[config.mk]
export PLATFORM = sky130hd
export DESIGN_NAME = rtc_hour_weekday
export DESIGN_NICKNAME = d
export VERILOG_FILES = /design/src/design/rtc_hour_pkg.sv /design/src/design/rtc_hour_weekday.sv
export VERILOG_INCLUDE_DIRS = /design/src /design/src/design
export SDC_FILE = /design/constraint.sdc
export NUM_CORES = 1
export LEC_CHECK = 0
export CAP_MARGIN = 15
export CORE_ASPECT_RATIO = 1.1
export CORE_MARGIN = 5
export CORE_UTILIZATION = 50
export CTS_CLUSTER_DIAMETER = 120
export CTS_CLUSTER_SIZE = 30
export DETAILED_ROUTE_END_ITERATION = 16
export DONT_BUFFER_PORTS = 1
export GPL_TIMING_DRIVEN = 0
export PLACE_DENSITY = 0.68
export SLEW_MARGIN = 0
export SYNTH_ARGS = -nofsm -noshare
export SYNTH_HDL_FRONTEND = slang
export SYNTH_SLANG_ARGS = --single-unit
[constraint.sdc]
create_clock -name clk_sys -period 2.4 [get_ports clk_sys]
set_clock_uncertainty 0.05 [all_clocks]
set_input_delay 0.12 -clock clk_sys [delete_from_list [all_inputs] [get_ports clk_sys]]
set_output_delay 0.12 -clock clk_sys [all_outputs]
set_load 0.1 [all_outputs]
[src/design/rtc_hour_consts.svh]
// Offsets, field positions, reset values and timing counts of the hour/weekday block.
// Assumes an 8-bit register port with word-free byte offsets.
`ifndef RTC_HOUR_CONSTS_SVH
`define RTC_HOUR_CONSTS_SVH
`define OFS_HOUR_COUNT 16'hf06a
`define OFS_WEEKDAY_COUNT 16'hf06b
`define OFS_CLOCK_CONTROL_ONE 16'hf06c
`define OFS_CLOCK_SOURCE_SELECT 16'hf06f
`define OFS_MINUTE_COUNT 16'hf069
`define OFS_SECOND_COUNT 16'hf068
`define BIT_BUSY 7
`define BIT_RUN 7
`define BIT_FORMAT 6
`define BIT_AFTERNOON 5
`define BIT_SOFT_RESET 4
`define BIT_SRC_RTC 3
`define RST_CLOCK_SOURCE_SELECT 8'h08
`define WEEKDAY_SATURDAY 3'h6
`define BUSY_CYCLES 4'h3
`endif

[src/design/rtc_hour_pkg.sv]
// Types shared by the hour/weekday block.
// Assumes the constants header sits beside it.
package rtc_hour_pkg;
  typedef struct packed {
    logic [15:0] addr;
    logic [7:0] wdata;
    logic wr;
    logic rd;
  } bus_req_t;
  typedef enum logic [1:0] {
    st_idle = 2'b00,
    st_busy = 2'b01
  } upd_state_t;
endpackage

[src/design/rtc_hour_weekday.sv]
// Hour, weekday and control part of a calendar clock with its own seconds/minutes chain.
// Assumes a 32.768 kHz tick pulse synchronous to clk_sys and a plain register port.
//
// Contract
// Busy bit 7 high while counters update
// Software uses values only when busy low
// Hour bit 6 reads zero, ignores writes
// Hour tens digit in bits 5:4
// Hour ones digit 0-9, carries into tens
// Weekday binary 0-6, code 7 invalid
// Reserved weekday and control bits read zero
// Run bit 7 stops or starts counting
// Format bit 6 selects 12 or 24 hours
// Afternoon bit 5 marks half of day
// Soft reset holds all but source select
// Software clears soft reset after setting it
// Counters tick from 32.768 kHz when selected
// Minutes 00-59 supply the hourly carry
// Hour wrap advances weekday, toggles afternoon; code holds weekday at noon and afternoon in 24-hour mode
`timescale 1ns/1ps
`include "rtc_hour_consts.svh"
module rtc_hour_weekday #(
  parameter int TICKS_PER_SECOND = 32768
) (
  // Clock and reset
  input wire logic clk_sys,
  input wire logic nrst,
  input wire logic clk_en,
  // Time base
  input wire logic tick_32k,
  // Register port
  input wire rtc_hour_pkg::bus_req_t bus,
  output logic [7:0] rdata
);
  import rtc_hour_pkg::*;

  ////////////////////////////////////////////////////////////////
  logic [14:0] prescale, next_prescale;
  logic [3:0] sec_ones, next_sec_ones, min_ones, next_min_ones, hr_ones, next_hr_ones;
  logic [2:0] sec_tens, next_sec_tens, min_tens, next_min_tens;
  logic [1:0] hr_tens, next_hr_tens;
  logic [2:0] weekday, next_weekday;
  logic run, next_run, fmt24, next_fmt24, afternoon, next_afternoon;
  logic soft_rst, next_soft_rst;
  logic [7:0] src_sel, next_src_sel;
  upd_state_t upd_state, next_upd_state;
  logic [3:0] busy_cnt, next_busy_cnt;
  logic [7:0] next_rdata;
  logic busy, sec_tick;
  logic [4:0] hour_bin;
  logic hour_carry;

  assign busy = (upd_state == st_busy);
  // Only the RTC source setting counts time
  assign sec_tick = run && src_sel[`BIT_SRC_RTC] && tick_32k && !soft_rst
    && (prescale == 15'(TICKS_PER_SECOND - 1));
  assign hour_bin = 5'(hr_tens) * 5'd10 + 5'(hr_ones);
  // Last tick of the hour, the one that reaches the hour digits
  assign hour_carry = sec_tick && sec_ones == 4'h9 && sec_tens == 3'h5
    && min_ones == 4'h9 && min_tens == 3'h5;

  ////////////////////////////////////////////////////////////////
  // Counting and register writes
  always_comb begin
    next_prescale = prescale;
    next_sec_ones = sec_ones;
    next_sec_tens = sec_tens;
    next_min_ones = min_ones;
    next_min_tens = min_tens;
    next_hr_ones = hr_ones;
    next_hr_tens = hr_tens;
    next_weekday = weekday;
    next_run = run;
    next_fmt24 = fmt24;
    next_afternoon = afternoon;
    next_soft_rst = soft_rst;
    next_src_sel = src_sel;
    next_upd_state = upd_state;
    next_busy_cnt = busy_cnt;
    if (run && src_sel[`BIT_SRC_RTC] && tick_32k) begin
      next_prescale = sec_tick ? 15'h0000 : prescale + 15'h0001;
    end
    if (sec_tick) begin
      next_upd_state = st_busy;
      next_busy_cnt = `BUSY_CYCLES;
      if (sec_ones != 4'h9) begin
        next_sec_ones = sec_ones + 4'h1;
      end else begin
        next_sec_ones = 4'h0;
        if (sec_tens != 3'h5) begin
          next_sec_tens = sec_tens + 3'h1;
        end else begin
          next_sec_tens = 3'h0;
          if (min_ones != 4'h9) begin
            next_min_ones = min_ones + 4'h1;
          end else begin
            next_min_ones = 4'h0;
            if (min_tens != 3'h5) begin
              next_min_tens = min_tens + 3'h1;
            end else begin
              next_min_tens = 3'h0;
              // Hourly carry
              if (hour_bin == (fmt24 ? 5'd23 : 5'd11)) begin
                next_hr_ones = 4'h0;
                next_hr_tens = 2'h0;
                if (!fmt24) begin
                  next_afternoon = !afternoon;
                end
                if (fmt24 || afternoon) begin
                  // Invalid day code recovers to Sunday
                  next_weekday = (weekday >= `WEEKDAY_SATURDAY) ? 3'h0 : weekday + 3'h1;
                end
              end else if (hr_ones == 4'h9) begin
                next_hr_ones = 4'h0;
                next_hr_tens = hr_tens + 2'h1;
              end else begin
                next_hr_ones = hr_ones + 4'h1;
              end
            end
          end
        end
      end
    end else begin
      case (upd_state)
        st_busy: begin
          // Busy spans the whole cascade settle time
          if (busy_cnt == 4'h1) begin
            next_upd_state = st_idle;
          end
          next_busy_cnt = busy_cnt - 4'h1;
        end
        default: begin
        end
      endcase
    end
    if (bus.wr) begin
      case (bus.addr)
        `OFS_SECOND_COUNT: begin
          next_sec_tens = bus.wdata[6:4];
          next_sec_ones = bus.wdata[3:0];
        end
        `OFS_MINUTE_COUNT: begin
          next_min_tens = bus.wdata[6:4];
          next_min_ones = bus.wdata[3:0];
        end
        `OFS_HOUR_COUNT: begin
          next_hr_tens = bus.wdata[5:4];
          next_hr_ones = bus.wdata[3:0];
        end
        `OFS_WEEKDAY_COUNT: begin
          next_weekday = bus.wdata[2:0];
        end
        `OFS_CLOCK_CONTROL_ONE: begin
          next_run = bus.wdata[`BIT_RUN];
          next_fmt24 = bus.wdata[`BIT_FORMAT];
          next_afternoon = bus.wdata[`BIT_AFTERNOON];
          next_soft_rst = bus.wdata[`BIT_SOFT_RESET];
        end
        `OFS_CLOCK_SOURCE_SELECT: begin
          next_src_sel = {1'b0, bus.wdata[6:0]};
        end
        default: begin
        end
      endcase
    end
    // Soft reset clears everything but the source select and itself
    if (soft_rst) begin
      next_prescale = 15'h0000;
      next_sec_ones = 4'h0;
      next_sec_tens = 3'h0;
      next_min_ones = 4'h0;
      next_min_tens = 3'h0;
      next_hr_ones = 4'h0;
      next_hr_tens = 2'h0;
      next_weekday = 3'h0;
      next_run = 1'b0;
      next_fmt24 = 1'b0;
      next_afternoon = 1'b0;
      next_upd_state = st_idle;
      next_busy_cnt = 4'h0;
    end
  end

  always_ff @(posedge clk_sys or negedge nrst) begin
    if (!nrst) begin
      prescale <= 15'h0000;
      sec_ones <= 4'h0;
      sec_tens <= 3'h0;
      min_ones <= 4'h0;
      min_tens <= 3'h0;
      hr_ones <= 4'h0;
      hr_tens <= 2'h0;
      weekday <= 3'h0;
      run <= 1'b0;
      fmt24 <= 1'b0;
      afternoon <= 1'b0;
      soft_rst <= 1'b0;
      src_sel <= `RST_CLOCK_SOURCE_SELECT;
      upd_state <= st_idle;
      busy_cnt <= 4'h0;
    end else if (clk_en) begin
      prescale <= next_prescale;
      sec_ones <= next_sec_ones;
      sec_tens <= next_sec_tens;
      min_ones <= next_min_ones;
      min_tens <= next_min_tens;
      hr_ones <= next_hr_ones;
      hr_tens <= next_hr_tens;
      weekday <= next_weekday;
      run <= next_run;
      fmt24 <= next_fmt24;
      afternoon <= next_afternoon;
      soft_rst <= next_soft_rst;
      src_sel <= next_src_sel;
      upd_state <= next_upd_state;
      busy_cnt <= next_busy_cnt;
    end
  end

  ////////////////////////////////////////////////////////////////
  // Read path, data one cycle after the strobe
  always_comb begin
    next_rdata = 8'h00;
    if (bus.rd) begin
      case (bus.addr)
        `OFS_SECOND_COUNT: next_rdata = {busy, sec_tens, sec_ones};
        `OFS_MINUTE_COUNT: next_rdata = {busy, min_tens, min_ones};
        `OFS_HOUR_COUNT: next_rdata = {busy, 1'b0, hr_tens, hr_ones};
        `OFS_WEEKDAY_COUNT: next_rdata = {busy, 4'h0, weekday};
        `OFS_CLOCK_CONTROL_ONE: next_rdata = {run, fmt24, afternoon, soft_rst, 4'h0};
        `OFS_CLOCK_SOURCE_SELECT: next_rdata = src_sel;
        default: next_rdata = 8'h00;
      endcase
    end
  end

  always_ff @(posedge clk_sys or negedge nrst) begin
    if (!nrst) begin
      rdata <= 8'h00;
    end else if (clk_en) begin
      rdata <= next_rdata;
    end
  end

  ////////////////////////////////////////////////////////////////
  a_busy_on_tick: assert property (@(posedge clk_sys) disable iff (!nrst)
    (clk_en && sec_tick && !bus.wr) |=> busy)
    else $error("busy not raised after a second tick");
  a_busy_clears: assert property (@(posedge clk_sys) disable iff (!nrst)
    (clk_en && !busy) |=> (!busy || $past(sec_tick)))
    else $error("busy raised without a tick");
  a_hour_rsvd: assert property (@(posedge clk_sys) disable iff (!nrst)
    $past(bus.rd && clk_en && bus.addr == `OFS_HOUR_COUNT) |-> (rdata[6] == 1'b0))
    else $error("hour reserved bit read as one");
  a_ones_wrap: assert property (@(posedge clk_sys) disable iff (!nrst)
    (clk_en && hour_carry && !bus.wr && hr_ones == 4'h9 && hour_bin != (fmt24 ? 5'd23 : 5'd11))
    |=> (hr_ones == 4'h0 && hr_tens == $past(hr_tens) + 2'h1))
    else $error("hour ones digit did not carry into tens");
  a_day_valid: assert property (@(posedge clk_sys) disable iff (!nrst)
    (clk_en && sec_tick && !bus.wr && weekday == `WEEKDAY_SATURDAY && min_tens == 3'h5
     && min_ones == 4'h9 && sec_tens == 3'h5 && sec_ones == 4'h9 && fmt24
     && hour_bin == 5'd23) |=> (weekday == 3'h0))
    else $error("weekday did not wrap to sunday");
  a_wk_rsvd: assert property (@(posedge clk_sys) disable iff (!nrst)
    $past(bus.rd && clk_en && bus.addr == `OFS_WEEKDAY_COUNT) |-> (rdata[6:3] == 4'h0))
    else $error("weekday reserved bits set");
  a_stopped: assert property (@(posedge clk_sys) disable iff (!nrst)
    (clk_en && !run && !bus.wr && !soft_rst)
    |=> ($stable(prescale) && $stable(sec_ones) && $stable(hr_ones) && $stable(weekday)))
    else $error("time advanced while stopped");
  a_hour_range: assert property (@(posedge clk_sys) disable iff (!nrst)
    (clk_en && sec_tick && !bus.wr && !fmt24 && hour_bin == 5'd11 && min_tens == 3'h5
     && min_ones == 4'h9 && sec_tens == 3'h5 && sec_ones == 4'h9)
    |=> (hour_bin == 5'd0 && afternoon != $past(afternoon)))
    else $error("12-hour wrap wrong");
  a_soft_hold: assert property (@(posedge clk_sys) disable iff (!nrst)
    (clk_en && soft_rst) |=> (hour_bin == 5'd0 && weekday == 3'h0 && !run))
    else $error("soft reset did not clear");
  a_busy_len: assert property (@(posedge clk_sys) disable iff (!nrst)
    (clk_en && busy && busy_cnt == 4'h1 && !sec_tick) |=> !busy)
    else $error("busy held past its window");
  a_wk_range: assert property (@(posedge clk_sys) disable iff (!nrst)
    (clk_en && !bus.wr && weekday <= `WEEKDAY_SATURDAY) |=> (weekday <= `WEEKDAY_SATURDAY))
    else $error("weekday counted into the invalid code");
  a_tens_range: assert property (@(posedge clk_sys) disable iff (!nrst)
    (clk_en && !bus.wr && hr_tens <= 2'h2 && hr_ones <= 4'h9 && hour_bin <= 5'd23)
    |=> (hr_tens <= 2'h2))
    else $error("hour tens counted past two");
  a_pm_hold: assert property (@(posedge clk_sys) disable iff (!nrst)
    (clk_en && fmt24 && !bus.wr && !soft_rst) |=> $stable(afternoon))
    else $error("afternoon flag moved in 24-hour mode");
  a_day_12h: assert property (@(posedge clk_sys) disable iff (!nrst)
    (clk_en && hour_carry && !bus.wr && !fmt24 && !afternoon && hour_bin == 5'd11)
    |=> ($stable(weekday) && afternoon))
    else $error("noon wrap changed the weekday");
  a_soft_src: assert property (@(posedge clk_sys) disable iff (!nrst)
    (clk_en && soft_rst && !bus.wr) |=> ($stable(src_sel) && soft_rst))
    else $error("soft reset disturbed source select");
  a_hour_ones: assert property (@(posedge clk_sys) disable iff (!nrst)
    (clk_en && !bus.wr && hr_ones <= 4'h9) |=> (hr_ones <= 4'h9))
    else $error("hour ones digit counted past nine");
  a_min_carry: assert property (@(posedge clk_sys) disable iff (!nrst)
    (clk_en && hour_carry && !bus.wr) |=> (min_ones == 4'h0 && min_tens == 3'h0))
    else $error("minutes did not wrap on the hourly carry");
endmodule

==> results.yml <==
logic_synthesis:
  yosysMostFrequentCell: "dfrtp_1"
  synth_mux_area_share_pct: 4.297
  syn_area_um2: 4280
  synth-simple-area-share_pct: 24.99
  synth_nets: 535
  syn-instance-count: 489
  synth_area_leaders: "dfrtp_1 36%, o21ai_0 5.7%, ha_1 4.4%"
  yosysWarnings: 0
  synth_largest_area_cell: "dfrtp_1"
  synth_xor_area_share_pct: 1.637
  synth_top_family_by_area: "simple AND/OR/NAND/NOR gates"
  synth_common_cells: "61 x dfrtp_1, 49 x o21ai_0, 41 x nor2_1, 35 x nand2_1, 22 x nor3_1"
  synth-compound-area-share_pct: 24.12
  ys_seq_area_share_pct: 36.28
  synth.avg_cell_area_um2: 8.753
  synth_flop_cell: "dfrtp_1"
  synth_top_area_share_pct: 35.66
  async_flop_share_pct: 100.0
  synth_edf_count: 0
  synth-adder-area-share_pct: 4.852
  ys_types: 74
  yosys_register_bits: 62
critical_path:
  ff2ff_setup_slack_ps: -110
  r2r_cells: 10
  critical_path.endpoint_type: "flop"
  required_ps: 2590
  arrival_ps: 2700
  rr_startpoint: "hr_ones[1]$_DFFE_PN0P_"
  r2r_end: "hr_ones[1]$_DFFE_PN0P_"
  startpoint_type: "flop"
  crit_type: "reg -> reg"
  path_max_fanout: 4
  crit_start: "hr_ones[1]$_DFFE_PN0P_"
floorplanning:
  fp.dieW_um: 98.22
  start_util_pct: 51.17
  ios: 38
  coreArea_um2: 8364
  die_h_um: 107.0
  fp-row-count: 35
  die_area_um2: 10510
sta:
  layout_min_cycle_time_ps: 2510
  setup_viol: 7
  tightest_slew_ps: 923.3
  slew_violations: 0
  hold_viol: 0
  worst_slack_ps: -110.4
  relSlewSlack_pct: 38.45
  post-route-period-util_pct: 104.6
  rsz0062_at_grt: "yes"
  clock.fmax_mhz: 398.3
power:
  pwr-share-clk_pct: 44.8
  internal_power_w: 0.001608
  p_sw_w: 0.0006311
  cellPowerDensity_nw_per_um2: 445.9
  switching_share_pct: 28.18
  p_leak_nw: 2.016
  comb_power_share_pct: 7.3
  pwr-share-seq_pct: 47.9
  irDropWorstVdd_v: 0.0003532
  finalPower_w: 0.002239
placed_design:
  place_ws_ps: -351.1
  io_buffers: 0
  place_congestion: 0.9526
  dp_hpwl_um: 9257
  dp_cells: 600
layout:
  finalNonFillerCells: 642
  drive_gt1_share_pct: 15.63
  fill_cells: 746
  multi_input_area_um2: 2698
  nNetsFinal: 572
  diodes: 0
  seq_area_um2: 1558
  area_growth_pct: 17.30
global_routing:
  grt_start_max_net_pins: 63
  grt-ovfl-total: 0
  antenna_found_initial: 0
  grt_pass1_vias: 4162
  grt_usage_pct: 26.10
  grt_first_pass_wirelength_um: 21870
clock_network:
  insertion_delay_ps: 360
  cts_sinks: 62
  cts_tree: "yes"
  clk_pin_slew_ps: 90
  cts_buffers: 9
  htreeDepth: 3
  cts_buffer_depth: 2
  cts_root_buffer: "clkbuf_8"
outcome:
  violations: "negative setup slack"
  outcome: "finished with violations"
drt:
  ant_nets: 0
  wire_per_inst_um: 21.16
  first_iter_violations: 353
  via_per_inst: 6.614
  firstDrtPassIters: 5
  wirelength_um: 13590
  vias: 4246
  drc: 0
run:
  cap_violations: 0
worst_hold_path:
  min_to: "sec_tens[2]$_DFFE_PN0P_"
  hold_path_class: "in -> reg"
  min_from: "bus[10]"
  hold_depth: 3
==> power groups by stage <==
stage	sequential (W)	clock (W)	combinational, W
2_1_floorplan	0.00109	0	0.0000782
3_3_place_gp	0.00109	0	0.000101
3_5_place_dp	0.00109	0	0.000104
4_1_cts	0.00107	0.00101	0.000158
5_1_grt	0.00107	0.00105	0.000179
6_report	0.00107	0.00100	0.000164
==> how the worst max path moves through the flow <==
stage | endpoint | slack, ps | depth (start not counted)
floorplan | weekday[1]$_DFFE_PN0P_ | -70 | 9
global placement | weekday[0]$_DFFE_PN0P_ | -320 | 9
detailed placement | weekday[0]$_DFFE_PN0P_ | -350 | 9
CTS | hr_ones[2]$_DFFE_PN0P_ | -80 | 10
global route | hr_tens[0]$_DFFE_PN0P_ | -190 | 9
finish | hr_ones[1]$_DFFE_PN0P_ | -110 | 10
==> stage by stage <==
step / util, % / hold slack [ps] / setup TNS [ps] / instance area [um^2]
after floorplan: - / -225.6 / -213.8 / 4312
final: 60.03 / 7.564 / -433.0 / 5021
after CTS: 58.79 / 4.755 / -328.4 / 4917
after global routing: 60.03 / 36.31 / -1114 / 5021
after global placement: 53.21 / -221.7 / -2480 / 4451
after detailed placement: 53.21 / -221.8 / -3263 / 4451
==> metal layers <==
layer / GRT usage, % / wire length (um) / vias up / part of all wire (%)
met1: 33.98 / 5503 / 2072 / 41
li1: - / - / 1925 / -
met5: 0 / 0 / - / 0
met2: 41.44 / 6439 / 202 / 47
met3: 5.660 / 1126 / 47 / 8.3
met4: 12.20 / 517 / 0 / 3.8
==> logic make-up after synthesis <==
logic type,after synthesis
simple gates,193
compound gates,153
flops,62
buf+inv,40
mux,17
fa+ha+maj,16
xor+xnor,8
==> critical path: stages (launching register included) <==
cell and delay [ps]:
dfrtp_2 440, ha_4 170, fa_2 350, xnor2_2 150, or3_4 340, a221oi_4 290, buf_6 160, buf_6 110
or2_4 120, o31a_1 150, o2bb2ai_1 70
==> sequential cells by signal, indices dropped and copies added (netlist names) <==
signal / cells
weekday: 3
src_sel: 7
busy_cnt: 4
hr_tens: 2
prescale: 15
upd_state: 1
rdata: 8
hr_ones: 4
min_ones: 4
sec_ones: 4
run: 1
sec_tens: 3
fmt24: 1
soft_rst: 1
min_tens: 3
afternoon: 1
==> cell usage in the layout, fill, tap and decap left out, types with 7 or more instances in the layout <==
cell,Yosys,routed
nand3_1,19,17
dfrtp_1,61,57
clkbuf_8,0,9
inv_1,16,16
nor3_1,22,21
dlygate4sd3_1,0,13
nand4_1,7,7
o2bb2ai_1,15,15
o21ai_0,49,46
mux2_2,11,11
nor2_1,41,39
nor2b_1,9,9
clkbuf_1,18,18
nand2_1,35,35
ha_1,15,12
and3_1,12,11
buf_4,1,11
a21oi_1,19,19
a22o_1,7,7
==> final cells by class <==
class / instances / share of cell area (%)
clock inverter: 7 / 1.620
inverter: 16 / 1.196
multi-input combinational: 387 / 53.73
clock buffer: 9 / 2.467
sequential: 62 / 31.02
tap: 111 / 2.766
timing repair buffer: 28 / 5.457
buffer: 22 / 1.744
==> what timing repair did <==
action,in CTS,in global routing
endpoints found under the setup margin,20,20
pin swaps,17,17
hold endpoints to repair,87,1
setup buffers,10,4
gates resized for setup,16,17
hold buffers,13,1
(Power assumes the default switching activity.)
